## config.mk

```make
export PLATFORM = sky130hd
export DESIGN_NAME = vtsc_top
export DESIGN_NICKNAME = d
export VERILOG_FILES = /design/src/verilog/vtsc_pkg.sv /design/src/verilog/vtsc_top.sv
export SDC_FILE = /design/constraint.sdc
export NUM_CORES = 1
export LEC_CHECK = 0
export BUFFER_PORTS_ARGS = -buffer_cell sky130_fd_sc_hd__buf_2
export CORE_AREA = 2 2 301 303
export DETAILED_ROUTE_END_ITERATION = 6
export DIE_AREA = 0 0 303 305
export GPL_TIMING_DRIVEN = 0
export SYNTH_ARGS = -nofsm -noshare
export SYNTH_HDL_FRONTEND = slang
export SYNTH_HIERARCHICAL = 1
export SYNTH_SLANG_ARGS = --single-unit
export TNS_END_PERCENT = 100
```

## constraint.sdc

```tcl
create_clock -name mclk -period 5.27 [get_ports mclk]
set_input_delay 0.2635 -clock mclk [delete_from_list [all_inputs] [get_ports mclk]]
set_output_delay 0.2635 -clock mclk [all_outputs]
set_load 0.02 [all_outputs]
```

## src/verilog/vtsc_pkg.sv

```systemverilog
// Shared constants, types and preset tables for the video timing sync control block
package vtsc_pkg;
    // ==========================================
    // Register map and fields
    localparam logic [7:0] A_LC_HI = 8'h7F, A_LC_LO = 8'h80, A_CTRL = 8'h82, A_CG_CTL = 8'h83;
    localparam logic [7:0] A_CG_PH = 8'h84, A_CG_PL = 8'h85, A_HS_LO = 8'h86, A_HS_HI = 8'h87;
    localparam logic [7:0] A_VS_LO = 8'h88, A_VS_HI = 8'h89;
    localparam int B_FPF = 7, B_BCS = 6, B_SSS = 5, B_VOP = 4, B_HOP = 3, B_FIP = 2, B_VIP = 1, B_HIP = 0;
    localparam int B_SCAN = 7, B_CG_EN = 6;
    localparam logic [7:0] CTRL_RST = 8'h1F;
    localparam logic [10:0] CGMS_LINE = 11'h029;
    localparam logic [10:0] NO_FIELD = 11'h7FF;
    // ==========================================
    // Embedded code words and levels
    localparam logic [9:0] CODE_ONES = 10'h3FF, CODE_ZERO = 10'h000;
    localparam int B_EF = 8, B_EV = 7, B_EH = 6;
    localparam logic [9:0] LEVEL_LOW = 10'h000, LEVEL_MID = 10'h200;
    // ==========================================
    // Types
    typedef enum logic [2:0] {
        M_CG = 3'h0, M_1080P = 3'h1, M_1080I = 3'h2, M_720P = 3'h3, M_525I = 3'h4, M_525P = 3'h5, M_625I = 3'h6
    } vtsc_mode_e;
    typedef enum logic [3:0] {
        LT_PICTURE_LINE = 4'h0, LT_TRI_NORMAL_FULL = 4'h1, LT_TRI_BROAD_FULL = 4'h2,
        LT_TRI_NORMAL_BOTH_HALVES = 4'h3, LT_TRI_BROAD_BOTH_HALVES = 4'h4, LT_TRI_NORMAL_THEN_BROAD = 4'h5,
        LT_TRI_BROAD_THEN_NORMAL = 4'h6, LT_PICTURE_THEN_EQUALIZING = 4'h7,
        LT_BILEVEL_NORMAL_THEN_PICTURE = 4'h8, LT_BILEVEL_NORMAL_FULL = 4'h9, LT_BILEVEL_BROAD_FULL = 4'hA,
        LT_EQUALIZING_FULL = 4'hB, LT_EQUALIZING_BOTH_HALVES = 4'hC, LT_BILEVEL_BROAD_BOTH_HALVES = 4'hD,
        LT_BILEVEL_BROAD_THEN_EQUALIZING = 4'hE, LT_EQUALIZING_THEN_BILEVEL_BROAD = 4'hF
    } vtsc_ltype_e;
    typedef enum logic [3:0] {EM_IDLE = 4'h1, EM_ONES = 4'h2, EM_Z1 = 4'h4, EM_Z2 = 4'h8} vtsc_emb_e;
    typedef struct packed {vtsc_mode_e m; vtsc_ltype_e lt; logic [10:0] bp;} vtsc_bp_s;
    typedef struct packed {
        logic cgms; logic de; logic field; vtsc_ltype_e lt; logic [9:0] y; logic [9:0] cb; logic [9:0] cr;
    } vtsc_word_s;
    typedef struct packed {
        logic [7:0] ctrl; logic cg_en; logic [5:0] cg_hdr; logic [5:0] pay_hi; logic [7:0] pay_lo;
        logic [7:0] rdata; logic rvalid;
        vtsc_emb_e em; logic emb_h; logic emb_v; logic emb_f;
        logic hs_d; logic vs_d; logic fld_der; logic fld;
        logic [15:0] pix_cnt; logic [15:0] ppl; logic [15:0] hs_cnt; logic [15:0] vs_cnt; logic [10:0] ln_cnt;
        logic [15:0] hs_rb; logic [15:0] vs_rb; logic [10:0] lc_rb; logic scan_rb;
        logic [10:0] line; vtsc_ltype_e lt; logic hs_o; logic vs_o;
    } vtsc_state_s;
    // ==========================================
    // Preset breakpoint tables
    localparam int BP_N = 53;
    localparam vtsc_bp_s BP_TBL [BP_N] = '{
        '{M_1080P, LT_TRI_BROAD_FULL, 11'h006}, '{M_1080P, LT_TRI_NORMAL_FULL, 11'h02A},
        '{M_1080P, LT_PICTURE_LINE, 11'h462}, '{M_1080P, LT_TRI_NORMAL_FULL, 11'h466},
        '{M_1080I, LT_TRI_BROAD_BOTH_HALVES, 11'h006}, '{M_1080I, LT_TRI_NORMAL_BOTH_HALVES, 11'h007},
        '{M_1080I, LT_TRI_NORMAL_FULL, 11'h015}, '{M_1080I, LT_PICTURE_LINE, 11'h231},
        '{M_1080I, LT_TRI_NORMAL_FULL, 11'h233}, '{M_1080I, LT_TRI_NORMAL_THEN_BROAD, 11'h234},
        '{M_1080I, LT_TRI_BROAD_BOTH_HALVES, 11'h238}, '{M_1080I, LT_TRI_BROAD_THEN_NORMAL, 11'h239},
        '{M_1080I, LT_TRI_NORMAL_FULL, 11'h248}, '{M_1080I, LT_PICTURE_LINE, 11'h464},
        '{M_1080I, LT_TRI_NORMAL_FULL, 11'h466},
        '{M_720P, LT_TRI_BROAD_FULL, 11'h006}, '{M_720P, LT_TRI_NORMAL_FULL, 11'h01A},
        '{M_720P, LT_PICTURE_LINE, 11'h2EA}, '{M_720P, LT_TRI_NORMAL_FULL, 11'h2EF},
        '{M_525I, LT_EQUALIZING_BOTH_HALVES, 11'h004}, '{M_525I, LT_BILEVEL_BROAD_BOTH_HALVES, 11'h007},
        '{M_525I, LT_EQUALIZING_BOTH_HALVES, 11'h00A}, '{M_525I, LT_BILEVEL_NORMAL_FULL, 11'h014},
        '{M_525I, LT_PICTURE_LINE, 11'h107}, '{M_525I, LT_PICTURE_THEN_EQUALIZING, 11'h108},
        '{M_525I, LT_EQUALIZING_BOTH_HALVES, 11'h10A}, '{M_525I, LT_EQUALIZING_THEN_BILEVEL_BROAD, 11'h10B},
        '{M_525I, LT_BILEVEL_BROAD_BOTH_HALVES, 11'h10D}, '{M_525I, LT_BILEVEL_BROAD_THEN_EQUALIZING, 11'h10E},
        '{M_525I, LT_EQUALIZING_BOTH_HALVES, 11'h110}, '{M_525I, LT_EQUALIZING_FULL, 11'h111},
        '{M_525I, LT_BILEVEL_NORMAL_FULL, 11'h11A}, '{M_525I, LT_BILEVEL_NORMAL_THEN_PICTURE, 11'h11B},
        '{M_525I, LT_PICTURE_LINE, 11'h20E},
        '{M_525P, LT_BILEVEL_NORMAL_FULL, 11'h00A}, '{M_525P, LT_BILEVEL_BROAD_FULL, 11'h010},
        '{M_525P, LT_BILEVEL_NORMAL_FULL, 11'h02E}, '{M_525P, LT_PICTURE_LINE, 11'h20E},
        '{M_625I, LT_BILEVEL_BROAD_BOTH_HALVES, 11'h003}, '{M_625I, LT_BILEVEL_BROAD_THEN_EQUALIZING, 11'h004},
        '{M_625I, LT_EQUALIZING_BOTH_HALVES, 11'h006}, '{M_625I, LT_BILEVEL_NORMAL_FULL, 11'h017},
        '{M_625I, LT_BILEVEL_NORMAL_THEN_PICTURE, 11'h018}, '{M_625I, LT_PICTURE_LINE, 11'h137},
        '{M_625I, LT_EQUALIZING_BOTH_HALVES, 11'h139}, '{M_625I, LT_EQUALIZING_THEN_BILEVEL_BROAD, 11'h13A},
        '{M_625I, LT_BILEVEL_BROAD_BOTH_HALVES, 11'h13C}, '{M_625I, LT_EQUALIZING_BOTH_HALVES, 11'h13E},
        '{M_625I, LT_EQUALIZING_FULL, 11'h13F}, '{M_625I, LT_BILEVEL_NORMAL_FULL, 11'h150},
        '{M_625I, LT_PICTURE_LINE, 11'h26F}, '{M_625I, LT_PICTURE_THEN_EQUALIZING, 11'h270},
        '{M_625I, LT_EQUALIZING_BOTH_HALVES, 11'h272}
    };
    // ==========================================
    // Preset sizes and lookup
    function automatic logic [10:0] frame_size(input vtsc_mode_e m);
        case (m)
            M_1080P, M_1080I: return 11'h465;
            M_720P: return 11'h2EE;
            M_525I, M_525P: return 11'h20D;
            M_625I: return 11'h271;
            default: return NO_FIELD;
        endcase
    endfunction
    function automatic logic [10:0] field_size(input vtsc_mode_e m);
        case (m)
            M_1080I: return 11'h233;
            M_525I: return 11'h107;
            M_625I: return 11'h138;
            default: return NO_FIELD;
        endcase
    endfunction
    function automatic logic is_sd(input vtsc_mode_e m);
        return (m == M_525I) || (m == M_525P) || (m == M_625I);
    endfunction
    function automatic vtsc_ltype_e lt_lookup(input vtsc_mode_e m, input logic [10:0] ln);
        vtsc_ltype_e cur;
        vtsc_ltype_e wrap;
        logic hit;
        cur = LT_PICTURE_LINE;
        wrap = LT_PICTURE_LINE;
        hit = 1'h0;
        for (int i = 0; i < BP_N; i++) begin
            if (BP_TBL[i].m == m) begin
                wrap = BP_TBL[i].lt;
                if (BP_TBL[i].bp <= ln) begin
                    cur = BP_TBL[i].lt;
                    hit = 1'h1;
                end
            end
        end
        return hit ? cur : wrap;
    endfunction
endpackage

```

## src/verilog/vtsc_top.sv

```systemverilog
// Video timing sync control: sync decode, measurement, presets, blanking and copy-info path
`timescale 1ns/10ps
`default_nettype none

// ==========================================
// Output FIFO
module vtsc_fifo #(
    parameter int W = 37,
    parameter int D = 8
) (
    // Clock and reset
    input wire logic mclk,
    input wire logic reset,
    input wire logic clk_en,
    // Fill side
    input wire logic in_valid,
    output logic in_ready,
    input wire logic [W-1:0] in_data,
    // Drain side
    output logic out_valid,
    input wire logic out_ready,
    output logic [W-1:0] out_data
);
    localparam int AW = (D > 1) ? $clog2(D) : 1;
    localparam int CW = AW + 1;
    typedef struct packed {
        logic [D-1:0][W-1:0] mem; logic [AW-1:0] wp; logic [AW-1:0] rp; logic [CW-1:0] cnt;
        logic irdy; logic ov; logic [W-1:0] od;
    } vtsc_fifo_s;
    localparam vtsc_fifo_s F_RST = '{irdy: 1'h1, default: '0};

    vtsc_fifo_s f_r;
    vtsc_fifo_s f_nxt;
    logic push;
    logic pop;

    function automatic logic [AW-1:0] ptr_inc(input logic [AW-1:0] p);
        return (p == AW'(D - 1)) ? '0 : AW'(p + 1'h1);
    endfunction

    always_comb begin
        f_nxt = f_r;
        push = in_valid && f_r.irdy;
        pop = (f_r.cnt != '0) && (!f_r.ov || out_ready);
        if (push) begin
            f_nxt.mem[f_r.wp] = in_data;
            f_nxt.wp = ptr_inc(f_r.wp);
        end
        if (pop) begin
            f_nxt.od = f_r.mem[f_r.rp];
            f_nxt.rp = ptr_inc(f_r.rp);
            f_nxt.ov = 1'h1;
        end else if (out_ready) begin
            f_nxt.ov = 1'h0;
        end
        f_nxt.cnt = f_r.cnt + CW'(push) - CW'(pop);
        f_nxt.irdy = f_nxt.cnt < CW'(D);
    end

    always_ff @(posedge mclk) begin
        if (reset) begin
            f_r <= F_RST;
        end else if (clk_en) begin
            f_r <= f_nxt;
        end
    end

    assign in_ready = f_r.irdy;
    assign out_valid = f_r.ov;
    assign out_data = f_r.od;
endmodule

// ==========================================
// Top level
module vtsc_top
    import vtsc_pkg::*;
#(
    parameter logic [9:0] BLANK_OFFSET = 10'h000,
    parameter int FIFO_DEPTH = 8
) (
    // Clock, reset, enable
    input wire logic mclk,
    input wire logic reset,
    input wire logic clk_en,
    // Host register port
    input wire logic reg_wr,
    input wire logic reg_rd,
    input wire logic [7:0] reg_addr,
    input wire logic [7:0] reg_wdata,
    output logic [7:0] reg_rdata,
    output logic reg_rvalid,
    // Timing generator preset
    input wire logic [2:0] tg_mode,
    // Video input
    input wire logic hsync_input,
    input wire logic vsync_input,
    input wire logic field_pin,
    input wire logic pix_valid,
    output logic pix_ready,
    input wire logic [29:0] pix_data,
    // Video output
    output logic out_valid,
    input wire logic out_ready,
    output logic [$bits(vtsc_word_s)-1:0] out_word,
    output logic hsync_output,
    output logic vsync_output,
    output logic [3:0] line_type,
    output logic field_id,
    output logic [19:0] cgms_word
);
    localparam vtsc_state_s ST_RST = '{ctrl: CTRL_RST, em: EM_IDLE, lt: LT_PICTURE_LINE, default: '0};

    vtsc_state_s st_r;
    vtsc_state_s st_nxt;
    vtsc_mode_e mode;
    vtsc_word_s wd;
    vtsc_ltype_e lt_now;
    logic [9:0] y_in;
    logic hs_a, vs_a, fid_a, hs_lv, vs_lv, hs_rise, vs_rise, fs, fld, fld_der, de_mode, de_lv, sss;

    // ==========================================
    // Sync decode
    always_comb begin
        mode = vtsc_mode_e'(tg_mode);
        y_in = pix_data[29:20];
        sss = st_r.ctrl[B_SSS];
        hs_a = hsync_input ~^ st_r.ctrl[B_HIP];
        vs_a = vsync_input ~^ st_r.ctrl[B_VIP];
        fid_a = field_pin ~^ st_r.ctrl[B_FIP];
        hs_lv = sss ? st_r.emb_h : hs_a;
        vs_lv = sss ? st_r.emb_v : vs_a;
        hs_rise = hs_lv && !st_r.hs_d;
        vs_rise = vs_lv && !st_r.vs_d;
        fld_der = vs_rise ? (st_r.pix_cnt > {1'h0, st_r.ppl[15:1]}) : st_r.fld_der;
        if (sss) begin
            fld = st_r.emb_f;
        end else if (st_r.ctrl[B_FPF] && mode != M_CG) begin
            fld = fld_der;
        end else if (st_r.ctrl[B_FPF]) begin
            fld = 1'h0;
        end else begin
            fld = fid_a;
        end
        fs = vs_rise && !fld;
        de_mode = st_r.ctrl[B_FPF] && (mode == M_CG);
        de_lv = fid_a;
        lt_now = lt_lookup(mode, st_r.line);
    end

    // ==========================================
    // Pixel word into the FIFO
    always_comb begin
        wd.cgms = st_r.cg_en && is_sd(mode) && (st_r.line == CGMS_LINE);
        wd.de = de_mode ? de_lv : 1'h1;
        wd.field = fld;
        wd.lt = st_r.lt;
        if (de_mode && !de_lv) begin
            wd.y = LEVEL_LOW + BLANK_OFFSET;
            wd.cb = st_r.ctrl[B_BCS] ? LEVEL_LOW + BLANK_OFFSET : LEVEL_MID;
            wd.cr = st_r.ctrl[B_BCS] ? LEVEL_LOW + BLANK_OFFSET : LEVEL_MID;
        end else begin
            {wd.y, wd.cb, wd.cr} = pix_data;
        end
    end

    // ==========================================
    // Next state
    always_comb begin
        st_nxt = st_r;
        // Embedded code detection
        if (pix_valid && pix_ready) begin
            case (st_r.em)
                EM_IDLE: st_nxt.em = (y_in == CODE_ONES) ? EM_ONES : EM_IDLE;
                EM_ONES: st_nxt.em = (y_in == CODE_ZERO) ? EM_Z1 : ((y_in == CODE_ONES) ? EM_ONES : EM_IDLE);
                EM_Z1: st_nxt.em = (y_in == CODE_ZERO) ? EM_Z2 : EM_IDLE;
                EM_Z2: begin
                    st_nxt.em = EM_IDLE;
                    st_nxt.emb_h = y_in[B_EH];
                    st_nxt.emb_v = y_in[B_EV];
                    st_nxt.emb_f = y_in[B_EF];
                end
                default: st_nxt.em = EM_IDLE;
            endcase
        end
        // Measurements
        st_nxt.hs_d = hs_lv;
        st_nxt.vs_d = vs_lv;
        st_nxt.fld_der = fld_der;
        st_nxt.fld = fld;
        st_nxt.pix_cnt = hs_rise ? 16'h0001 : 16'(st_r.pix_cnt + 16'h0001);
        st_nxt.ppl = hs_rise ? st_r.pix_cnt : st_r.ppl;
        if (fs) begin
            st_nxt.hs_rb = st_r.hs_cnt;
            st_nxt.vs_rb = st_r.vs_cnt;
            st_nxt.lc_rb = st_r.ln_cnt;
            st_nxt.scan_rb = (mode == M_CG) ? st_r.ln_cnt[0] : (field_size(mode) != NO_FIELD);
            st_nxt.hs_cnt = {15'h0000, hs_lv};
            st_nxt.vs_cnt = {15'h0000, hs_rise && vs_lv};
            st_nxt.ln_cnt = {10'h000, hs_rise};
            st_nxt.line = 11'h001;
        end else begin
            st_nxt.hs_cnt = 16'(st_r.hs_cnt + {15'h0000, hs_lv});
            st_nxt.vs_cnt = 16'(st_r.vs_cnt + {15'h0000, hs_rise && vs_lv});
            st_nxt.ln_cnt = 11'(st_r.ln_cnt + {10'h000, hs_rise});
            if (hs_rise) begin
                st_nxt.line = (st_r.line >= frame_size(mode)) ? 11'h001 : 11'(st_r.line + 11'h001);
            end
        end
        st_nxt.lt = lt_now;
        st_nxt.hs_o = hs_lv ~^ st_r.ctrl[B_HOP];
        st_nxt.vs_o = vs_lv ~^ st_r.ctrl[B_VOP];
        // Register writes
        if (reg_wr) begin
            case (reg_addr)
                A_CTRL: st_nxt.ctrl = reg_wdata;
                A_CG_CTL: begin
                    st_nxt.cg_en = reg_wdata[B_CG_EN];
                    st_nxt.cg_hdr = reg_wdata[5:0];
                end
                A_CG_PH: st_nxt.pay_hi = reg_wdata[5:0];
                A_CG_PL: st_nxt.pay_lo = reg_wdata;
                default: st_nxt.ctrl = st_r.ctrl;
            endcase
        end
        // Register reads
        st_nxt.rvalid = reg_rd;
        if (reg_rd) begin
            case (reg_addr)
                A_LC_HI: st_nxt.rdata = {st_r.scan_rb, 4'h0, st_r.lc_rb[10:8]};
                A_LC_LO: st_nxt.rdata = st_r.lc_rb[7:0];
                A_CTRL: st_nxt.rdata = st_r.ctrl;
                A_CG_CTL: st_nxt.rdata = {1'h0, st_r.cg_en, st_r.cg_hdr};
                A_CG_PH: st_nxt.rdata = {2'h0, st_r.pay_hi};
                A_CG_PL: st_nxt.rdata = st_r.pay_lo;
                A_HS_LO: st_nxt.rdata = st_r.hs_rb[7:0];
                A_HS_HI: st_nxt.rdata = st_r.hs_rb[15:8];
                A_VS_LO: st_nxt.rdata = st_r.vs_rb[7:0];
                A_VS_HI: st_nxt.rdata = st_r.vs_rb[15:8];
                default: st_nxt.rdata = 8'h00;
            endcase
        end
    end

    always_ff @(posedge mclk) begin
        if (reset) begin
            st_r <= ST_RST;
        end else if (clk_en) begin
            st_r <= st_nxt;
        end
    end

    // ==========================================
    // Output FIFO and outputs
    vtsc_fifo #(
        .W($bits(vtsc_word_s)),
        .D(FIFO_DEPTH)
    ) u_fifo (
        .mclk(mclk),
        .reset(reset),
        .clk_en(clk_en),
        .in_valid(pix_valid),
        .in_ready(pix_ready),
        .in_data(wd),
        .out_valid(out_valid),
        .out_ready(out_ready),
        .out_data(out_word)
    );

    assign reg_rdata = st_r.rdata;
    assign reg_rvalid = st_r.rvalid;
    assign hsync_output = st_r.hs_o;
    assign vsync_output = st_r.vs_o;
    assign line_type = st_r.lt;
    assign field_id = st_r.fld;
    assign cgms_word = {st_r.cg_hdr, st_r.pay_hi, st_r.pay_lo};
endmodule

`default_nettype wire

```

==> flow_summary.ini, run 1 <==
[worst_hold_path]
min-delay-start = reset
whs_path_depth = 3
hp-class = primary input to register

[timing]
relSlewSlack_pct = 12.6
rsz0062_at_grt = false
clock.fmax_ghz = 0.267
fin_skew_ns = 0.0652
post-route-period-util_pct = 71.2
final_max_slew_viol_count = 0
postLayoutSetupSlackWorst_ns = 1.52
tightest_slew_ns = 1.29
setup_viol = 0
fin_crit_ns = 3.75
fin_tns_setup_ns = 0
finalHoldViolations = 0

[worst_setup_path]
r2r_cells = 12
setup.worst_path.start = st_r[6]
path_max_fanout = 10
crit_type = register to register
timing.rr.start = st_r[6]
cp_data_required_time_ns = 5.80
crit_arrival_ns = 4.28
setup.worst_path.start_class = register
cp-end-kind = register

[logic_synthesis]
synth_compound_area_share_pct = 20.2
synth_top_area_share_pct = 39.9
synth_area_leaders = dfxtp_1 40%, a21oi_1 7.4%, mux4_2 6.6%, nand3_1 6.6%, o21ai_0 6.4%
ys_seq_elements = 529
synthArstFlopShare_pct = 0
yosysWarnings = 6
synthCells = 3120
syn_area_per_cell_um2 = 8.52
synthesis.area_um2 = 26600
synth_most_common_cell = dfxtp_1
synth_xor_area_share_pct = 1.91
synth_top_family_by_area = compound AO/OA/AOI/OAI gates
synth-edff-count = 0
synth.area.mux_share_pct = 11.1
synth-adder-area-share_pct = 2.24
synth_common_cells = 529 x dfxtp_1, 395 x a21oi_1, 349 x nand3_1, 338 x o21ai_0, 209 x nor2_1
yosysTopAreaCell = dfxtp_1
syn_nets = 3226
synthDistinctLibCells = 94
ys.flop_type = dfxtp_1
yosys.area_share.simple_pct = 17.0
seq_area_frac_synth_pct = 39.9

[drt]
initialDrtViolationCount = 2386
finalWirelength_um = 96900
dr.pass1.iters = 7
drcViolationCount = 14
viasPerCell = 5.49
vias = 25000
antenna_left = 0
wire_per_inst_um = 21.3

[layout]
layout-drive-gt1-share_pct = 15.3
fill_cells = 9348
fin_area_um2 = 30700
finalNetCount = 3427
syn_to_final_growth_pct = 15.6

[floorplanning]
die-area_um2 = 92400
die_h_um = 305
rows = 110
core-area_um2 = 89300
initial_utilization_pct = 29.7
die_w_um = 303
io_pins = 134

[status]
status = finished with violations
violations = design-rule violations

[power_and_ir_drop]
power_w = 0.0103
power_density_nw_per_um2 = 335
leakage_nw = 10.9
irDropWorstVdd_v = 0.000281

[clocking]
cts_tree = built
clk_latency_ns = 0.65
hold_buffers = 12
cts_made_buffers = 55
cts_sinks = 529
ctsHtreeMaxLevel = 2
cts_buffer_depth = 3
clk_pin_slew_worst_paths_ns = 0.06
cts_resized = 0
cts-root-buf = clkbuf_16
post-cts-setup-buffers = 0

[global_routing]
grt_pass1_wl_um = 147000
antenna_found_initial = 7
overflow = 0
grt_max_degree = 17
first_global_vias = 24100
grt_util_all_layers_pct = 20.4

[placement]
dpl_cell_area_um2 = 28700
port-buffer-count = 132
pre_cts_ws_ns = 1.38
gp_congestion = 0.928
dpl.hpwl_um = 71300

[flow_run]
max-cap-violations = 0
## through the flow
stage / hold WS, ns / utilization, % / cells
2_1_floorplan: 0.387 / - / 3120
3_3_place_gp: 0.445 / 32.1 / 4428
3_5_place_dp: 0.449 / 32.1 / 4428
4_1_cts: 0.0729 / 34.4 / 4540
5_1_grt: 0.123 / 34.4 / 4543
6_report: 0.0984 / 34.4 / 4544
## power by group
part / internal (W) / switching, W / leakage [nW]
clock network: 0.00230 / 0.00173 / 0.923
logic: 0.000674 / 0.00131 / 5.72
registers: 0.00416 / 0.000122 / 4.28
total: 0.00713 / 0.00316 / 10.9
## path summary, 6_finish.rpt
path	endpoint	slack, ns
min reg2reg	st_r[113]	0.46
max	line_type[2]	1.52
min	u_fifo/f_r[42]	0.1
max reg2reg	line_type[2]	1.52
## cells by family (layout without fill, tap and decap cells)
| family | count (synthesis) | count (layout) |
|---|---|---|
| other cells | 0 | 4 |
| simple gates | 912 | 912 |
| buf+inv | 423 | 667 |
| fa+ha+maj | 47 | 47 |
| mux | 195 | 195 |
| compound gates | 956 | 956 |
| flops | 529 | 529 |
| xor+xnor | 58 | 58 |
## cell usage in the layout (no fill, tap or decap), types with 16 or more instances in the layout
master and n:
a211oi_1 47, a21oi_1 395, a22oi_1 17, a31oi_1 61
and2_1 43, and3_1 18, buf_2 208, buf_4 84
clkbuf_1 215, clkbuf_16 55, clkbuf_8 16, dfxtp_1 529
ha_1 46, inv_1 33, mux2i_1 108, mux4_2 78
nand2_1 144, nand3_1 349, nand4_1 30, nor2_1 209
nor3_1 28, o21ai_0 338, xnor2_1 17, xor2_1 41
## flip-flops by register name (all words and copies together), names as in the netlist
signal,flops
u_fifo/in_ready,1
u_fifo/out_data,37
field_id,1
st_r,147
vsync_output,1
line_type,4
u_fifo/out_valid,1
sss,1
u_fifo/f_r,306
reg_rvalid,1
reg_rdata,8
cgms_word,20
hsync_output,1
## routing by layer
layer / global-route usage [%] / wire length, um
met3: 3.33 / 7510
met4: 6.90 / 3260
met2: 32.7 / 44300
met5: 0 / 26
met1: 27.7 / 41800
## layout make-up
type,count,area [um2],share of cell area (%)
Antenna cell,4,10.0,0.0326
Buffer,387,1930,6.30
Clock buffer,78,1620,5.29
Clock inverter,22,248,0.807
Inverter,36,135,0.440
Multi-Input combinational cell,2168,13900,45.3
Sequential cell,529,10600,34.5
Tap cell,1176,1470,4.79
Timing Repair Buffer,144,781,2.54
## critical path, cell delays in order (launching register included)
cell and delay [ns]:
dfxtp_1 0.36, clkbuf_1 0.39, inv_1 0.25, ha_1 0.38, a21oi_1 0.37, o2111a_1 0.41, a21boi_0 0.31, nor3_1 0.10
nor3_1 0.39, nor2_1 0.16, a21oi_1 0.28, nor2_1 0.09, a211oi_2 0.19
No activity file was read; power rests on OpenSTA's default activity.
==> run 2, diff against run 1 <==
- clock period: 5.27 -> 3.39 ns (I/O delays scaled with it)
==> run 2 against run 1 <==
Effect of this change: the flow still finishes with violations (design-rule violations); sequential cell count unchanged; hold slack worse by 0.0096 ns; critical path type is now primary input to register; utilization about the same; critical path depth down 4; final area up 0.13%; combinational power up 56%; die area unchanged.
==> flow_summary.ini, run 2 (synthesis gave the netlist of run 1 again) <==
[status]
status = finished with violations
violations = design-rule violations

[global_routing]
top_usage_layer = met2
antenna_found_initial = 7
met1_usage_pct = 27.7
first_global_vias = 24100
met2_usage_pct = 32.7
grt_util_all_layers_pct = 20.4
grt_pass1_wl_um = 147000
grt_max_degree = 17
met3_usage_pct = 3.34
overflow = 0

[drt]
dr.pass1.iters = 7
vias = 25000
wire_per_inst_um = 21.3
antenna_left = 0
finalWirelength_um = 97000
viasPerCell = 5.51
initialDrtViolationCount = 2358
drcViolationCount = 16

[flow_run]
max-cap-violations = 0

[timing]
final_max_slew_viol_count = 0
fin_crit_ns = 3.23
tightest_slew_ns = 1.22
relSlewSlack_pct = 17.7
finalHoldViolations = 0
fin_tns_setup_ns = 0
whs_ns = 0.0888
setup_viol = 0
post-route-period-util_pct = 95.3
clock.fmax_ghz = 0.309
fin_skew_ns = 0.0661

[floorplanning]
io_pins = 134
die-area_um2 = 92400
initial_utilization_pct = 29.7
die_w_um = 303
rows = 110
die_h_um = 305
core-area_um2 = 89300

[clocking]
cts_tree = built
clk_pin_slew_worst_paths_ns = 0.07
cts-root-buf = clkbuf_16
ctsHtreeMaxLevel = 2
cts_made_buffers = 55
cts_sinks = 529
post-cts-setup-buffers = 0
clk_latency_ns = 0.65
cts_buffer_depth = 3

[worst_hold_path]
hp-class = primary input to register
whs_path_depth = 4

[placement]
dpl.hpwl_um = 71300
gp_congestion = 0.928
dpl_cell_area_um2 = 28700
port-buffer-count = 132
dp.cells = 4428

[power_and_ir_drop]
irDropWorstVdd_v = 0.000436
leakage_nw = 10.9
power_density_nw_per_um2 = 520
power_w = 0.0160

[layout]
finalNetCount = 3428
fin_area_um2 = 30700
stdcell_count = 4546
fill_cells = 9341
syn_to_final_growth_pct = 15.7
regMostFlops = u_fifo/f_r
layout_commonest_cell = dfxtp_1
mostFrequentLayoutCells = 529 x dfxtp_1, 393 x a21oi_1, 349 x nand3_1, 336 x o21ai_0, 214 x clkbuf_1
largest_register_ffs = 306
layout-drive-gt1-share_pct = 15.5

[worst_setup_path]
r2r_cells = 10
cp_data_required_time_ns = 3.97
crit_arrival_ns = 3.81
crit_type = primary input to register
max_stage_delay_ns = 0.93
path_max_fanout = 10
cp-end-kind = register
path_cells = buf_2 > nor3_1 > nand3_1 > clkbuf_1 > o21ai_0 > clkbuf_1 > nand3_1 > a21oi_1
crit_slowest_cell = nor3_1
setup.worst_path.start_class = primary input
==> run 2: cell types whose count changed in the layout (fill, tap and decap cells not counted), moves of 2 or more <==
| cell | before | now |
|---|---|---|
| o21ai_0 | 338 | 336 |
| nand2_2 | 0 | 2 |
| a21oi_1 | 395 | 393 |
| a21oi_2 | 0 | 2 |
| nand2_1 | 144 | 142 |
| o21ai_1 | 6 | 8 |
==> run 2: per-stage QoR <==
stage          setup slack, ns  util [%]
2_1_floorplan            0.715         -
3_3_place_gp            -0.469      32.1
3_5_place_dp            -0.405      32.1
4_1_cts                0.00590      34.4
5_1_grt              -0.000379      34.4
6_report                 0.158      34.4
==> run 2: layout make-up <==
type / count / area [um2] / area share (%)
Multi-Input combinational cell: 2168 / 13900 / 45.3
Buffer: 387 / 1940 / 6.30
Inverter: 36 / 135 / 0.439
Timing Repair Buffer: 145 / 791 / 2.57
Antenna cell: 5 / 12.5 / 0.0407
Clock inverter: 22 / 248 / 0.806
Tap cell: 1176 / 1470 / 4.79
Clock buffer: 78 / 1620 / 5.28
Sequential cell: 529 / 10600 / 34.4
==> run 2: timing repair <==
item,in CTS,in global routing
resized for setup,1,11
endpoints found under the setup margin,3,43
endpoints found under the hold margin,34,0
pin swaps,0,0
hold buffers,13,0
==> run 2: where the power goes <==
| group | internal [W] | total (W) | leakage (nW) | switching (W) |
|---|---|---|---|---|
| clock | 0.00357 | 0.00626 | 0.923 | 0.00269 |
| sequential | 0.00646 | 0.00665 | 4.28 | 0.000191 |
| combinational | 0.00105 | 0.00308 | 5.74 | 0.00203 |
| total | 0.0111 | 0.0160 | 10.9 | 0.00492 |
==> run 2: path summary, 6_finish.rpt <==
path,slack (ns),end,from
worst max-delay path,0.16,u_fifo/f_r[95],tg_mode[2]
worst min-delay path,0.09,reg_rdata[2],reg_rd
worst max register to register,0.21,st_r[16],st_r[129]
worst min register to register,0.46,st_r[113],st_r[113]
==> run 2: worst max-delay path, delay by kind of cell <==
family                 cells  cell delay [ns]
AO/OA/AOI/OAI              2             0.83
AND/OR/NAND/NOR            3             1.83
buffers and inverters      3             0.97
==> run 2: routing by layer <==
metal | vias up | wire, um
li1 | 11600 | -
met5 | - | 26
met1 | 12100 | 41900
met4 | 6 | 3320
met3 | 198 | 7410
met2 | 1135 | 44300
